**config.mk**
```make
export PLATFORM = sky130hd
export DESIGN_NAME = fmrp_read_path
export DESIGN_NICKNAME = d
export VERILOG_FILES = /design/src/include/fmrp_pkg.sv /design/src/core/fmrp_read_path.sv
export SDC_FILE = /design/constraint.sdc
export NUM_CORES = 1
export LEC_CHECK = 0
export ABC_CLOCK_PERIOD_IN_PS = 3200
export BUFFER_PORTS_ARGS = -buffer_cell sky130_fd_sc_hd__buf_4
export CAP_MARGIN = 10
export CORE_ASPECT_RATIO = 1.5
export CORE_UTILIZATION = 45
export DETAILED_ROUTE_END_ITERATION = 6
export SLEW_MARGIN = 20
export SYNTH_ARGS = -nofsm -noshare
export SYNTH_HDL_FRONTEND = slang
export SYNTH_SLANG_ARGS = --single-unit
```
**constraint.sdc**
```tcl
create_clock -name ref_clk_in -period 3.2 [get_ports ref_clk_in]
set_input_delay 0.16 -clock ref_clk_in [delete_from_list [all_inputs] [get_ports ref_clk_in]]
set_output_delay 0.16 -clock ref_clk_in [all_outputs]
set_load 0.01 [all_outputs]
```
**src/include/fmrp_pkg.sv**
```systemverilog
package fmrp_pkg;

    // ------------------------------------------------------------
    // Opcodes and mode key
    // ------------------------------------------------------------
    localparam logic [7:0] OPC_DUAL_OUT  = 8'h3b;
    localparam logic [7:0] OPC_QUAD_OUT  = 8'h6b;
    localparam logic [7:0] OPC_DUAL_IO   = 8'hbb;
    localparam logic [7:0] OPC_QUAD_IO   = 8'heb;
    localparam logic [3:0] CONT_KEY      = 4'ha;

    // ------------------------------------------------------------
    // Phase lengths in serial clocks
    // ------------------------------------------------------------
    localparam logic [4:0] CMD_CLKS_1    = 5'h08;
    localparam logic [4:0] CMD_CLKS_4    = 5'h02;
    localparam logic [4:0] OUT_DUMMY     = 5'h08;
    localparam logic [4:0] DUAL_MODE     = 5'h04;
    localparam logic [4:0] QUAD_MODE     = 5'h02;
    localparam logic [4:0] QUAD_DUMMY    = 5'h04;
    localparam logic [4:0] QPI_DUMMY_4   = 5'h04;
    localparam logic [4:0] QPI_DUMMY_6   = 5'h06;
    localparam logic [4:0] QPI_DUMMY_8   = 5'h08;

    // ------------------------------------------------------------
    // Reset values and wrap masks
    // ------------------------------------------------------------
    localparam logic [1:0] DUMMY_SEL_RST = 2'h0;
    localparam logic [1:0] WRAP_SIZE_RST = 2'h0;
    localparam logic [7:0] WRAP_MASK_8   = 8'h07;
    localparam logic [7:0] WRAP_MASK_16  = 8'h0f;
    localparam logic [7:0] WRAP_MASK_32  = 8'h1f;
    localparam logic [7:0] WRAP_MASK_64  = 8'h3f;

    // ------------------------------------------------------------
    // State and operation codes
    // ------------------------------------------------------------
    typedef enum logic [2:0] {
        ST_IDLE   = 3'b000,
        ST_CMD    = 3'b001,
        ST_ADDR   = 3'b010,
        ST_MODE   = 3'b011,
        ST_DUMMY  = 3'b100,
        ST_DATA   = 3'b101,
        ST_IGNORE = 3'b110
    } fmrp_state_type;

    typedef enum logic [1:0] {
        OP_DUAL_OUT = 2'b00,
        OP_QUAD_OUT = 2'b01,
        OP_DUAL_IO  = 2'b10,
        OP_QUAD_IO  = 2'b11
    } fmrp_op_type;

endpackage

```
**src/core/fmrp_read_path.sv**
```systemverilog
module fmrp_read_path #(
    parameter int ADDR_W = 24
) (
    input  wire logic              ref_clk_in,
    input  wire logic              sys_rst_in,
    input  wire logic              sck_in,
    input  wire logic              cs_n_in,
    input  wire logic [3:0]        io_lane_in,
    output logic      [3:0]        io_lane_out,
    output logic      [3:0]        io_drive_n_out,
    input  wire logic              quad_lane_enable_bit_in,
    input  wire logic              four_line_command_mode_in,
    input  wire logic              wrap_load_in,
    input  wire logic              wrap_on_in,
    input  wire logic [1:0]        wrap_size_in,
    input  wire logic              param_load_in,
    input  wire logic [1:0]        dummy_sel_in,
    input  wire logic              soft_reset_in,
    input  wire logic              mode_reset_in,
    output logic      [ADDR_W-1:0] mem_addr_out,
    input  wire logic [7:0]        mem_data_in,
    output logic                   dual_cont_out,
    output logic                   quad_cont_out,
    output logic                   wrap_on_out,
    output logic      [1:0]        dummy_sel_out
);
    import fmrp_pkg::*;

    // ------------------------------------------------------------
    // Elaboration check
    // ------------------------------------------------------------
    if (ADDR_W < 12 || ADDR_W > 28 || (ADDR_W % 4) != 0) begin : g_chk
        $error("ADDR_W must be a multiple of 4 from 12 to 28");
    end

    localparam logic [4:0] ADDR_CLKS_1 = 5'(ADDR_W);
    localparam logic [4:0] ADDR_CLKS_2 = 5'(ADDR_W / 2);
    localparam logic [4:0] ADDR_CLKS_4 = 5'(ADDR_W / 4);

    typedef struct packed {
        logic              sck_s1;
        logic              sck_s2;
        logic              sck_s3;
        logic              cs_s1;
        logic              cs_s2;
        logic [3:0]        io_s1;
        logic [3:0]        io_s2;
        fmrp_state_type    st;
        fmrp_op_type       op;
        logic [4:0]        cnt;
        logic [ADDR_W-1:0] sin;
        logic [7:0]        sout;
        logic [2:0]        chunk;
        logic [ADDR_W-1:0] addr;
        logic              cont_dual;
        logic              cont_quad;
        logic              wrap_on;
        logic [1:0]        wrap_size;
        logic [1:0]        dummy_sel;
        logic [3:0]        io_out;
        logic [3:0]        io_drive_n;
    } fmrp_regs_type;

    fmrp_regs_type r;
    fmrp_regs_type next_r;

    // ------------------------------------------------------------
    // Decode helpers
    // ------------------------------------------------------------
    logic              rise;
    logic              fall;
    logic              four_line_command_mode;
    logic [2:0]        lanes;
    logic [4:0]        plen;
    logic [4:0]        dlen;
    logic              pend;
    logic [ADDR_W-1:0] shifted;
    logic [7:0]        wmask;
    logic              wrap_act;
    logic [ADDR_W-1:0] addr_inc;
    logic [7:0]        low_inc;

    assign rise  = r.sck_s2 & ~r.sck_s3 & ~r.cs_s2;
    assign fall  = ~r.sck_s2 & r.sck_s3 & ~r.cs_s2;
    assign four_line_command_mode   = four_line_command_mode_in;
    assign pend  = rise && (5'(r.cnt + 5'h01) == plen);

    // Lanes in use for the current phase
    always_comb begin
        if (r.st == ST_CMD) begin
            lanes = four_line_command_mode ? 3'h4 : 3'h1;
        end else if (r.st == ST_DATA) begin
            lanes = r.op[0] ? 3'h4 : 3'h2;
        end else begin
            case (r.op)
                OP_DUAL_IO: lanes = 3'h2;
                OP_QUAD_IO: lanes = 3'h4;
                default:    lanes = 3'h1;
            endcase
        end
    end

    // Dummy clocks left after the mode byte or address
    always_comb begin
        if (r.op == OP_QUAD_IO && four_line_command_mode) begin
            case (r.dummy_sel)
                2'h0:    dlen = 5'(QPI_DUMMY_4 - QUAD_MODE);
                2'h1:    dlen = 5'(QPI_DUMMY_6 - QUAD_MODE);
                default: dlen = 5'(QPI_DUMMY_8 - QUAD_MODE);
            endcase
        end else begin
            case (r.op)
                OP_QUAD_IO: dlen = QUAD_DUMMY;
                OP_DUAL_IO: dlen = 5'h00;
                default:    dlen = OUT_DUMMY;
            endcase
        end
    end

    // Length of the current phase
    always_comb begin
        case (r.st)
            ST_CMD:  plen = four_line_command_mode ? CMD_CLKS_4 : CMD_CLKS_1;
            ST_ADDR: plen = (lanes == 3'h4) ? ADDR_CLKS_4 :
                            (lanes == 3'h2) ? ADDR_CLKS_2 : ADDR_CLKS_1;
            ST_MODE: plen = (r.op == OP_QUAD_IO) ? QUAD_MODE : DUAL_MODE;
            ST_DUMMY: plen = dlen;
            default: plen = 5'h00;
        endcase
    end

    // Input shift, lane 3 is the most significant
    always_comb begin
        case (lanes)
            3'h1:    shifted = {r.sin[ADDR_W-2:0], r.io_s2[0]};
            3'h2:    shifted = {r.sin[ADDR_W-3:0], r.io_s2[1:0]};
            default: shifted = {r.sin[ADDR_W-5:0], r.io_s2[3:0]};
        endcase
    end

    // Next read address, wrapped inside a section when enabled on quad I/O reads outside four-line command mode
    always_comb begin
        case (r.wrap_size)
            2'h0:    wmask = WRAP_MASK_8;
            2'h1:    wmask = WRAP_MASK_16;
            2'h2:    wmask = WRAP_MASK_32;
            default: wmask = WRAP_MASK_64;
        endcase
        wrap_act = r.wrap_on && r.op == OP_QUAD_IO && !four_line_command_mode;
        low_inc  = 8'(r.addr[7:0] + 8'h01);
        if (wrap_act) begin
            addr_inc = {r.addr[ADDR_W-1:8],
                        (r.addr[7:0] & ~wmask) | (low_inc & wmask)};
        end else begin
            addr_inc = ADDR_W'(r.addr + 1'b1);
        end
    end

    // ------------------------------------------------------------
    // Next-state logic
    // ------------------------------------------------------------
    always_comb begin
        next_r        = r;
        next_r.sck_s1 = sck_in;
        next_r.sck_s2 = r.sck_s1;
        next_r.sck_s3 = r.sck_s2;
        next_r.cs_s1  = cs_n_in;
        next_r.cs_s2  = r.cs_s1;
        next_r.io_s1  = io_lane_in;
        next_r.io_s2  = r.io_s1;

        // Configuration loads from the command decoder
        if (wrap_load_in) begin
            next_r.wrap_on   = wrap_on_in;
            next_r.wrap_size = wrap_size_in;
        end
        if (param_load_in) begin
            next_r.dummy_sel = dummy_sel_in;
        end

        if (r.cs_s2) begin
            next_r.st         = ST_IDLE;
            next_r.io_drive_n = 4'hf;
        end else begin
            case (r.st)
                ST_IDLE: begin
                    next_r.cnt = 5'h00;
                    next_r.sin = '0;
                    if (r.cont_quad &&
                        (quad_lane_enable_bit_in || four_line_command_mode)) begin
                        next_r.op = OP_QUAD_IO;
                        next_r.st = ST_ADDR;
                    end else if (r.cont_dual && !four_line_command_mode) begin
                        next_r.op = OP_DUAL_IO;
                        next_r.st = ST_ADDR;
                    end else begin
                        next_r.st = ST_CMD;
                    end
                end
                ST_CMD: begin
                    if (rise) begin
                        next_r.sin = shifted;
                        next_r.cnt = 5'(r.cnt + 5'h01);
                    end
                    if (pend) begin
                        next_r.cnt = 5'h00;
                        next_r.st  = ST_ADDR;
                        if (shifted[7:0] == OPC_DUAL_OUT && !four_line_command_mode) begin
                            next_r.op = OP_DUAL_OUT;
                        end else if (shifted[7:0] == OPC_QUAD_OUT &&
                                     !four_line_command_mode && quad_lane_enable_bit_in) begin
                            next_r.op = OP_QUAD_OUT;
                        end else if (shifted[7:0] == OPC_DUAL_IO && !four_line_command_mode) begin
                            next_r.op = OP_DUAL_IO;
                        end else if (shifted[7:0] == OPC_QUAD_IO &&
                                     (quad_lane_enable_bit_in || four_line_command_mode)) begin
                            next_r.op = OP_QUAD_IO;
                        end else begin
                            next_r.st = ST_IGNORE;
                        end
                    end
                end
                ST_ADDR: begin
                    if (rise) begin
                        next_r.sin = shifted;
                        next_r.cnt = 5'(r.cnt + 5'h01);
                    end
                    if (pend) begin
                        next_r.cnt  = 5'h00;
                        next_r.addr = shifted;
                        next_r.st   = r.op[1] ? ST_MODE : ST_DUMMY;
                    end
                end
                ST_MODE: begin
                    if (rise) begin
                        next_r.sin = shifted;
                        next_r.cnt = 5'(r.cnt + 5'h01);
                    end
                    if (pend) begin
                        // Only the upper nibble is looked at
                        next_r.cont_dual = r.op == OP_DUAL_IO &&
                                           shifted[7:4] == CONT_KEY;
                        next_r.cont_quad = r.op == OP_QUAD_IO &&
                                           shifted[7:4] == CONT_KEY;
                        next_r.cnt   = 5'h00;
                        next_r.chunk = 3'h0;
                        next_r.st    = (dlen == 5'h00) ? ST_DATA : ST_DUMMY;
                    end
                end
                ST_DUMMY: begin
                    if (rise) begin
                        next_r.cnt = 5'(r.cnt + 5'h01);
                    end
                    if (pend) begin
                        next_r.cnt   = 5'h00;
                        next_r.chunk = 3'h0;
                        next_r.st    = ST_DATA;
                    end
                end
                ST_DATA: begin
                    if (fall) begin
                        // Fresh byte at chunk 0, address moves on at once
                        if (r.chunk == 3'h0) begin
                            next_r.addr = addr_inc;
                            if (lanes == 3'h4) begin
                                next_r.io_out = mem_data_in[7:4];
                                next_r.sout   = {mem_data_in[3:0], 4'h0};
                            end else begin
                                next_r.io_out = {2'h0, mem_data_in[7:6]};
                                next_r.sout   = {mem_data_in[5:0], 2'h0};
                            end
                        end else if (lanes == 3'h4) begin
                            next_r.io_out = r.sout[7:4];
                            next_r.sout   = {r.sout[3:0], 4'h0};
                        end else begin
                            next_r.io_out = {2'h0, r.sout[7:6]};
                            next_r.sout   = {r.sout[5:0], 2'h0};
                        end
                        if (lanes == 3'h4) begin
                            next_r.io_drive_n = 4'h0;
                            next_r.chunk = (r.chunk == 3'h1) ? 3'h0 : 3'h1;
                        end else begin
                            next_r.io_drive_n = 4'hc;
                            next_r.chunk = (r.chunk == 3'h3) ? 3'h0 :
                                           3'(r.chunk + 3'h1);
                        end
                    end
                end
                ST_IGNORE: begin
                    next_r.io_drive_n = 4'hf;
                end
                default: begin
                    next_r.st = ST_IDLE;
                end
            endcase
        end

        // Mode reset and reset command drop the latched key
        if (mode_reset_in || soft_reset_in) begin
            next_r.cont_dual = 1'b0;
            next_r.cont_quad = 1'b0;
        end
        if (soft_reset_in) begin
            next_r.dummy_sel = DUMMY_SEL_RST;
        end

        if (sys_rst_in) begin
            next_r            = '0;
            next_r.sck_s1     = 1'b0;
            next_r.cs_s1      = 1'b1;
            next_r.cs_s2      = 1'b1;
            next_r.st         = ST_IDLE;
            next_r.wrap_size  = WRAP_SIZE_RST;
            next_r.dummy_sel  = DUMMY_SEL_RST;
            next_r.io_drive_n = 4'hf;
        end
    end

    // State register
    always_ff @(posedge ref_clk_in) begin
        r <= next_r;
    end

    // ------------------------------------------------------------
    // Outputs
    // ------------------------------------------------------------
    assign io_lane_out    = r.io_out;
    assign io_drive_n_out = r.io_drive_n;
    assign mem_addr_out   = r.addr;
    assign dual_cont_out  = r.cont_dual;
    assign quad_cont_out  = r.cont_quad;
    assign wrap_on_out    = r.wrap_on;
    assign dummy_sel_out  = r.dummy_sel;

    logic cmd_done;
    logic mode_done;
    logic byte_load;
    assign cmd_done  = r.st == ST_CMD && pend && !r.cs_s2;
    assign mode_done = r.st == ST_MODE && pend && !r.cs_s2;
    assign byte_load = r.st == ST_DATA && fall && r.chunk == 3'h0;
endmodule

```
==> metrics.log, run 1 <==
[metrics] critical path data required time: 3.44 ns
[metrics] Clock Sinks: 92
[metrics] # setup viols final: 0
[metrics] category of the most critical setup path: reg2reg
[metrics] multiplexer fraction of the synthesized cell area: 0.0451
[metrics] peak clock frequency supported by timing: 342 MHz
[metrics] count of yosys warnings during synthesis: 0
[metrics] Max rail drop VDD: ~0.23 mV
[metrics] antenna violations before repair: 0
[metrics] horizontal die dimension: 90.8 um
[metrics] post-synthesis compound-gate area fraction: 0.226
[metrics] count of input and output buffers: 63
[metrics] worst clock skew on the final layout: about 0.0073 ns
[metrics] final clock period utilization by the worst path: 0.913
[metrics] starting utilization of the core area: 0.462
[metrics] Antenna Diode Count: 0
[metrics] time the worst path needs with I/O delays and setup: 2.92 ns
[metrics] Final Max Slew Viols: 0
[metrics] synthesized area: between 0.005 and 0.006 mm2
[metrics] Worst slew margin: 0.336
[metrics] boundary pin count: 64
[metrics] sum of negative setup slack: 0 ns
[metrics] post-CTS setup buffer count: 0
[metrics] data arrival at the endpoint of the critical path: ~3.2 ns
[metrics] switching portion of total power: 0.226
[metrics] clock root buffer master: sky130_fd_sc_hd__clkbuf_16
[metrics] part of the total power dissipated in the clock network: 0.434
[metrics] clock latency reported for the late side of the worst-skew pair: 0.34 ns
[metrics] post-synth net total: 707
[metrics] post-DR vias/cell: 5.87
[metrics] post-synthesis cell type with the largest combined area: sky130_fd_sc_hd__dfxtp_1
[metrics] net switching power of the design: between 500 and 600 uW
[metrics] H-tree level count: 3
[metrics] number of CTS-inserted buffers: 9
[metrics] kind of start point of the critical path: flip-flop
[metrics] Core Area: ~0.012 mm2
[metrics] setup repair after global routing missed its margin: no
[metrics] simple-gate area share of the yosys netlist: 0.248
[metrics] status: complete, but fails checks
[metrics] ratio of cells with drive above 1 in the final layout: 0.170
[metrics] FFs w/ async S/R, synth: 0
[metrics] adder and majority cell fraction of the synthesized area: 0.0155
[metrics] combinational family with the most area after synthesis: simple AND/OR/NAND/NOR gates
[metrics] final hold violation count: 0
[metrics] count of mapped cells out of synthesis: slightly below 700
[metrics] Post-Syn Area per Cell: 7.89 um2
[metrics] Primary FF master, synth: sky130_fd_sc_hd__dfxtp_1
[metrics] area fraction of the dominant cell type after synthesis: 0.346
[metrics] GRT overflow: 0
[metrics] y dimension of the die: approximately 140 um
[metrics] Area contributors post-synth: sky130_fd_sc_hd__dfxtp_1, sky130_fd_sc_hd__nor2_1, sky130_fd_sc_hd__a21oi_1
[metrics] power per cell area: roughly 370 mW/mm2
[metrics] clock tree buffer depth: 2
[metrics] average detailed-routed wire length per instance: 17.1 um
[metrics] leading cell type in the layout, fill and taps excluded: sky130_fd_sc_hd__nor2_1
[metrics] highest-count cells in the layout ignoring fill and taps: sky130_fd_sc_hd__nor2_1, sky130_fd_sc_hd__dfxtp_1, sky130_fd_sc_hd__buf_4
[metrics] Unique masters post-synth: 65
[metrics] overall fraction of global-route tracks in use: 0.240
[metrics] DRC violation count after routing: 5
[metrics] type of the most critical hold path: in2reg
[metrics] part of the total power dissipated in sequential elements: 0.517
[metrics] clk slew on worst S/H paths: 0.06 ns
[metrics] Detail Placement HPWL: around 11000 um
[metrics] total power consumption of the routed design: about 2.3 mW
[metrics] via count of the first global-routing pass: 4583
[metrics] detailed router's first-iteration violation count: roughly 380
[metrics] Vias: ~5000
[metrics] sequential-to-total area share from yosys stat: 0.346
[metrics] internal power summed over all cells: 1.74 mW
[metrics] leakage power: 2.25 nW
[metrics] final cell utilization of the core: 0.524
[metrics] post-synthesis xor/xnor area fraction: 0.0247
[metrics] NumNets Final: approximately 730
[metrics] drt first pass iters: 7
[metrics] number of enable-type register cells in the synthesized netlist: 0
[metrics] critical-path maximum fanout: 15
[metrics] crit path capture type: flip-flop
[metrics] clock tree from TritonCTS: built
[metrics] routability-driven placement congestion ratio: between 0.8 and 0.9
[metrics] growth of design area from synthesis to finish: 13.4%
[metrics] post-synthesis sequential element count: about 90
[metrics] die area: between 0.01 and 0.015 mm2
[metrics] power share of the combinational group: 0.049
[metrics] total number of placement rows: 48
[metrics] violated checks: DRC
[metrics] largest net degree at the start of global routing: 91
[metrics] wire length of the first global-routing pass: between 20000 and 25000 um
[metrics] # Max-Cap Violations: 0
[metrics] final routed wirelength across all metal layers: 14600 um
[metrics] Antenna Violating Nets Remaining: 0
[metrics] Worst-Margin Slew: ~1 ns
metrics by stage:
step | hold slack, ns | setup WS (ns) | std cells | instance area [um2]
6_report | 0.0307 | 0.278 | 855 | 6040
5_1_grt | 0.0258 | 0.0643 | 855 | 6040
4_1_cts | 0.0225 | 0.179 | 855 | 6030
3_5_place_dp | 0.339 | 0.207 | 839 | 5750
3_3_place_gp | 0.336 | 0.286 | 839 | 5750
2_1_floorplan | 0.237 | 0.719 | 675 | 5330
final timing paths:
path / startpoint / end / slack [ns] / cells after the start
hold / removal: io_lane_in[3] / r[91] / 0.03 / 2
hold reg to reg: r[93] / r[92] / 0.42 / 1
setup / recovery: r[83] / dual_cont_out / 0.28 / 9
setup reg to reg: r[83] / dual_cont_out / 0.28 / 9
logic make-up after synthesis:
group                    Yosys count
buffers and inverters             93
adder cells (fa/ha/maj)            7
XOR/XNOR                          15
AND/OR/NAND/NOR                  270
flip-flops                        92
AO/OA/AOI/OAI                    174
multiplexers                      24
final cells by class:
class	instances	area, um2
fill	1165	5490
multi-input combinational	490	2990
sequential	92	1840
timing repair buffer	94	711
clock buffer	12	246
tap	150	188
inverter	15	56.3
clock inverter	2	12.5
critical path, cell delays in order, from the launching register on:
cell	delay [ns]
sky130_fd_sc_hd__dfxtp_1	0.46
sky130_fd_sc_hd__or3b_1	0.51
sky130_fd_sc_hd__o22ai_2	0.35
sky130_fd_sc_hd__buf_4	0.25
sky130_fd_sc_hd__a222oi_1	0.11
sky130_fd_sc_hd__buf_4	0.19
sky130_fd_sc_hd__nand2b_1	0.15
sky130_fd_sc_hd__nor4b_1	0.46
sky130_fd_sc_hd__mux2i_1	0.13
sky130_fd_sc_hd__nor4_1	0.20
sequential cells by signal, summed over array words and instances (netlist names), named ones only:
name,flops
dual_cont_out,1
io_drive_n_out,2
quad_cont_out,1
r,57
io_lane_out,4
mem_addr_out,21
dummy_sel_out,2
wrap_on_out,1
synthesized netlist by cell type (all sizes together), types with 4 or more instances:
cell type	n
nand2	51
o32ai	8
inv	15
a211oi	5
nor4	9
a22oi	9
nor2b	19
o22ai	9
nor2	101
nand4	6
mux2i	24
or3	6
ha	5
o32a	5
nor4b	4
a311oi	6
xor2	6
a31oi	7
a211o	4
dfxtp	92
clkbuf	29
nand2b	11
nor3b	5
a21oi	65
or2	9
nand3	17
xnor2	9
nor3	20
buf	49
a222oi	19
o21ai	21
repair_timing:
item / CTS / global route
hold buffers: 2 / 0
resized for setup: 0 / 1
hold endpoints to repair: 3 / 0
setup endpoints to repair: 0 / 11
routing by layer:
metal,track usage,up-vias,part of all wire
met5,0,-,0
met4,0.138,0,0.044
met3,0.0320,32,0.035
met1,0.276,2399,0.41
li1,-,2459,-
met2,0.426,130,0.51
power groups by stage:
stage | combinational, mW | sequential, mW | clock (mW)
final | 0.111 | 1.16 | 0.978
after global routing | 0.120 | 1.17 | 1.05
after CTS | 0.111 | 1.16 | 0.999
after detailed placement | 0.109 | 1.19 | 0
after global placement | 0.107 | 1.19 | 0
after floorplan | 0.0652 | 1.19 | 0
Note: power is estimated with default switching activity, not from simulation.
==> inputs of run 2 (changes only) <==
--- a/config.mk
+++ b/config.mk
@@ -9,8 +9,9 @@
 export BUFFER_PORTS_ARGS = -buffer_cell sky130_fd_sc_hd__buf_4
 export CAP_MARGIN = 10
 export CORE_ASPECT_RATIO = 1.5
-export CORE_UTILIZATION = 45
+export CORE_UTILIZATION = 59
 export DETAILED_ROUTE_END_ITERATION = 6
+export PLACE_DENSITY = 0.81
 export SLEW_MARGIN = 20
 export SYNTH_ARGS = -nofsm -noshare
 export SYNTH_HDL_FRONTEND = slang
==> run 2 against run 1 <==
  * The flow now finishes without violations
  * Count of clock-buffer cells in the layout stayed put
  * Routed wire length is 2.0% lower
  * Clock skew is 0.0024 ns higher
  * Register-to-register slack worse by 0.13 ns
  * Fmax is 4.4% lower
  * Via count is 3.3% higher
  * Die area is 23% lower
  * Critical path depth stayed put
  * Largest cell class unchanged
  * Highest routed layer unchanged
==> metrics.log, run 2 (synthesized netlist as in run 1, its figures left out) <==
[metrics] status: complete, no violations
[metrics] clock root buffer master: sky130_fd_sc_hd__clkbuf_16
[metrics] power per cell area: 416 mW/mm2
[metrics] hold path start: soft_reset_in
[metrics] # setup viols final: 0
[metrics] Antenna Diode Count: 0
[metrics] antenna violations before repair: 0
[metrics] worst clock skew on the final layout: slightly below 0.01 ns
[metrics] total number of placement rows: between 40 and 50
[metrics] total power consumption of the routed design: 2.52 mW
[metrics] y dimension of the die: ~120 um
[metrics] routability-driven placement congestion ratio: between 0.9 and 1
[metrics] drt first pass iters: 7
[metrics] wire length of the first global-routing pass: roughly 23000 um
[metrics] worst reg-to-reg setup slack: around 0.14 ns
[metrics] crit path capture type: flip-flop
[metrics] post-DR vias/cell: between 6 and 7
[metrics] instance count along the most critical hold path: 2
[metrics] NumNets Final: 730
[metrics] Final Max Slew Viols: 0
[metrics] category of the most critical setup path: reg2reg
[metrics] register with the most flip-flops: r
[metrics] cells along the critical path: nand2_1, nor4_1, o21ai_0, a2bb2oi_1, nor3_1, buf_4, nor3b_2, a41oi_1, a311oi_1
[metrics] via count of the first global-routing pass: 4863
[metrics] Vias: approximately 5200
[metrics] type of the most critical hold path: in2reg
[metrics] Antenna Violating Nets Remaining: 0
[metrics] growth of design area from synthesis to finish: 13.9%
[metrics] peak clock frequency supported by timing: between 300 and 400 MHz
[metrics] starting utilization of the core area: 0.607
[metrics] worst reg2reg startpoint: r[79]
[metrics] count of input and output buffers: 63
[metrics] DRC violation count after routing: 0
[metrics] clock latency reported for the late side of the worst-skew pair: between 0.3 and 0.4 ns
[metrics] highest-count cells in the layout ignoring fill and taps: sky130_fd_sc_hd__nor2_1, sky130_fd_sc_hd__dfxtp_1, sky130_fd_sc_hd__buf_4
[metrics] kind of start point of the critical path: flip-flop
[metrics] critical path data required time: roughly 3.4 ns
[metrics] clock tree buffer depth: 2
[metrics] horizontal die dimension: roughly 80 um
[metrics] critical-path maximum fanout: 12
[metrics] Clock Sinks: 92
[metrics] Detail Placement HPWL: roughly 10000 um
[metrics] ratio of cells with drive above 1 in the final layout: 0.172
[metrics] boundary pin count: 64
[metrics] post-CTS setup buffer count: 0
[metrics] clk slew on worst S/H paths: approximately 0.07 ns
[metrics] data arrival at the endpoint of the critical path: 3.30 ns
[metrics] time the worst path needs with I/O delays and setup: between 3 and 4 ns
[metrics] final hold violation count: 0
[metrics] number of CTS-inserted buffers: 9
[metrics] Core Area: 0.00878 mm2
[metrics] leakage power: 2.27 nW
[metrics] leading cell type in the layout, fill and taps excluded: sky130_fd_sc_hd__nor2_1
[metrics] max FFs per register: 57
[metrics] largest net degree at the start of global routing: a little over 90
[metrics] Worst slew margin: 0.280
[metrics] Worst-Margin Slew: around 1.1 ns
[metrics] final clock period utilization by the worst path: 0.955
[metrics] largest stage delay on the critical path: ~0.63 ns
[metrics] clock tree from TritonCTS: built
[metrics] GRT overflow: 0
[metrics] H-tree level count: 3
[metrics] final hold slack: 0.0240 ns
[metrics] die area: between 0.009 and 0.01 mm2
[metrics] # Max-Cap Violations: 0
[metrics] Worst Hold End: dual_cont_out
[metrics] detailed router's first-iteration violation count: roughly 500
[metrics] average detailed-routed wire length per instance: approximately 18 um
[metrics] overall fraction of global-route tracks in use: 0.315
[metrics] Critical-path top delay cell: sky130_fd_sc_hd__dfxtp_1
[metrics] length in cells of the worst reg-to-reg path: 9
[metrics] worst path bufs/invs: 1
[metrics] final routed wirelength across all metal layers: 14300 um
[metrics] worst flop-to-flop path endpoint: r[78]
[metrics] cell class contributing the biggest share of worst-path delay: simple AND/OR/NAND/NOR gates
[metrics] Max rail drop VDD: between 0.4 and 0.5 mV
[metrics] final-layout fill cell count: between 700 and 800
[run 2: cell count changes in the layout (fill, tap and decap cells not counted), sizes merged]
cell	delta
clkinvlp	-1
buf	-4
bufinv	+3
[run 2: how the worst max path moves through the flow]
stage,cells after the start,slack [ns],endpoint,from
6_report,9,0.14,r[78],r[79]
5_1_grt,9,-0.003,r[83],r[81]
4_1_cts,9,0.05,mem_addr_out[20],r[83]
3_5_place_dp,9,0.11,mem_addr_out[20],r[83]
3_3_place_gp,9,0.32,mem_addr_out[22],r[83]
2_1_floorplan,10,0.72,r[83],r[83]
[run 2: layer usage]
layer / track usage / vias up / wire (um)
met2: 0.510 / 249 / 7100
li1: - / 2454 / -
met4: 0.218 / 0 / 907
met5: 0 / - / 0
met1: 0.367 / 2416 / 5460
met3: 0.0587 / 65 / 858
[run 2: power by group]
group	switching (mW)	total, mW	internal (mW)
clock network	0.440	1.25	0.805
logic	0.0627	0.110	0.0473
registers	0.00993	1.17	1.16
total	0.513	2.52	2.01
[run 2: worst reg2reg max path: stages, from the launching register on]
cell and delay (ns):
sky130_fd_sc_hd__dfxtp_1 0.63, sky130_fd_sc_hd__nand2_1 0.27, sky130_fd_sc_hd__nor4_1 0.49, sky130_fd_sc_hd__o21ai_0 0.15, sky130_fd_sc_hd__a2bb2oi_1 0.36, sky130_fd_sc_hd__nor3_1 0.14
sky130_fd_sc_hd__buf_4 0.19, sky130_fd_sc_hd__nor3b_2 0.30, sky130_fd_sc_hd__a41oi_1 0.15, sky130_fd_sc_hd__a311oi_1 0.28
[run 2: metrics by stage]
step           cells  setup slack, ns  instance area [um2]  utilization  setup TNS [ns]
2_1_floorplan    675            0.719                 5330            -               0
3_3_place_gp     795            0.325                 5670        0.647               0
3_5_place_dp     795            0.106                 5670        0.647               0
4_1_cts          813           0.0457                 6050        0.689               0
5_1_grt          813         -0.00265                 6060        0.691        -0.00265
6_report         813            0.144                 6060        0.691               0
[run 2: final cells by class]
cell class / instances / area [um2] / area share
well taps: 110 / 138 / 0.0227
clock inverters: 4 / 95.1 / 0.0157
multi-input cells: 490 / 2990 / 0.494
flip-flops and latches: 92 / 1840 / 0.304
repair buffers: 90 / 681 / 0.112
clock buffers: 12 / 256 / 0.0423
inverters: 15 / 56.3 / 0.00928
[run 2: repair_timing]
action / 4_1_cts / 5_1_grt
resized for setup: 0 / 4
endpoints found under the setup margin: 0 / 32
endpoints found under the hold margin: 3 / 0
hold buffers: 2 / 0
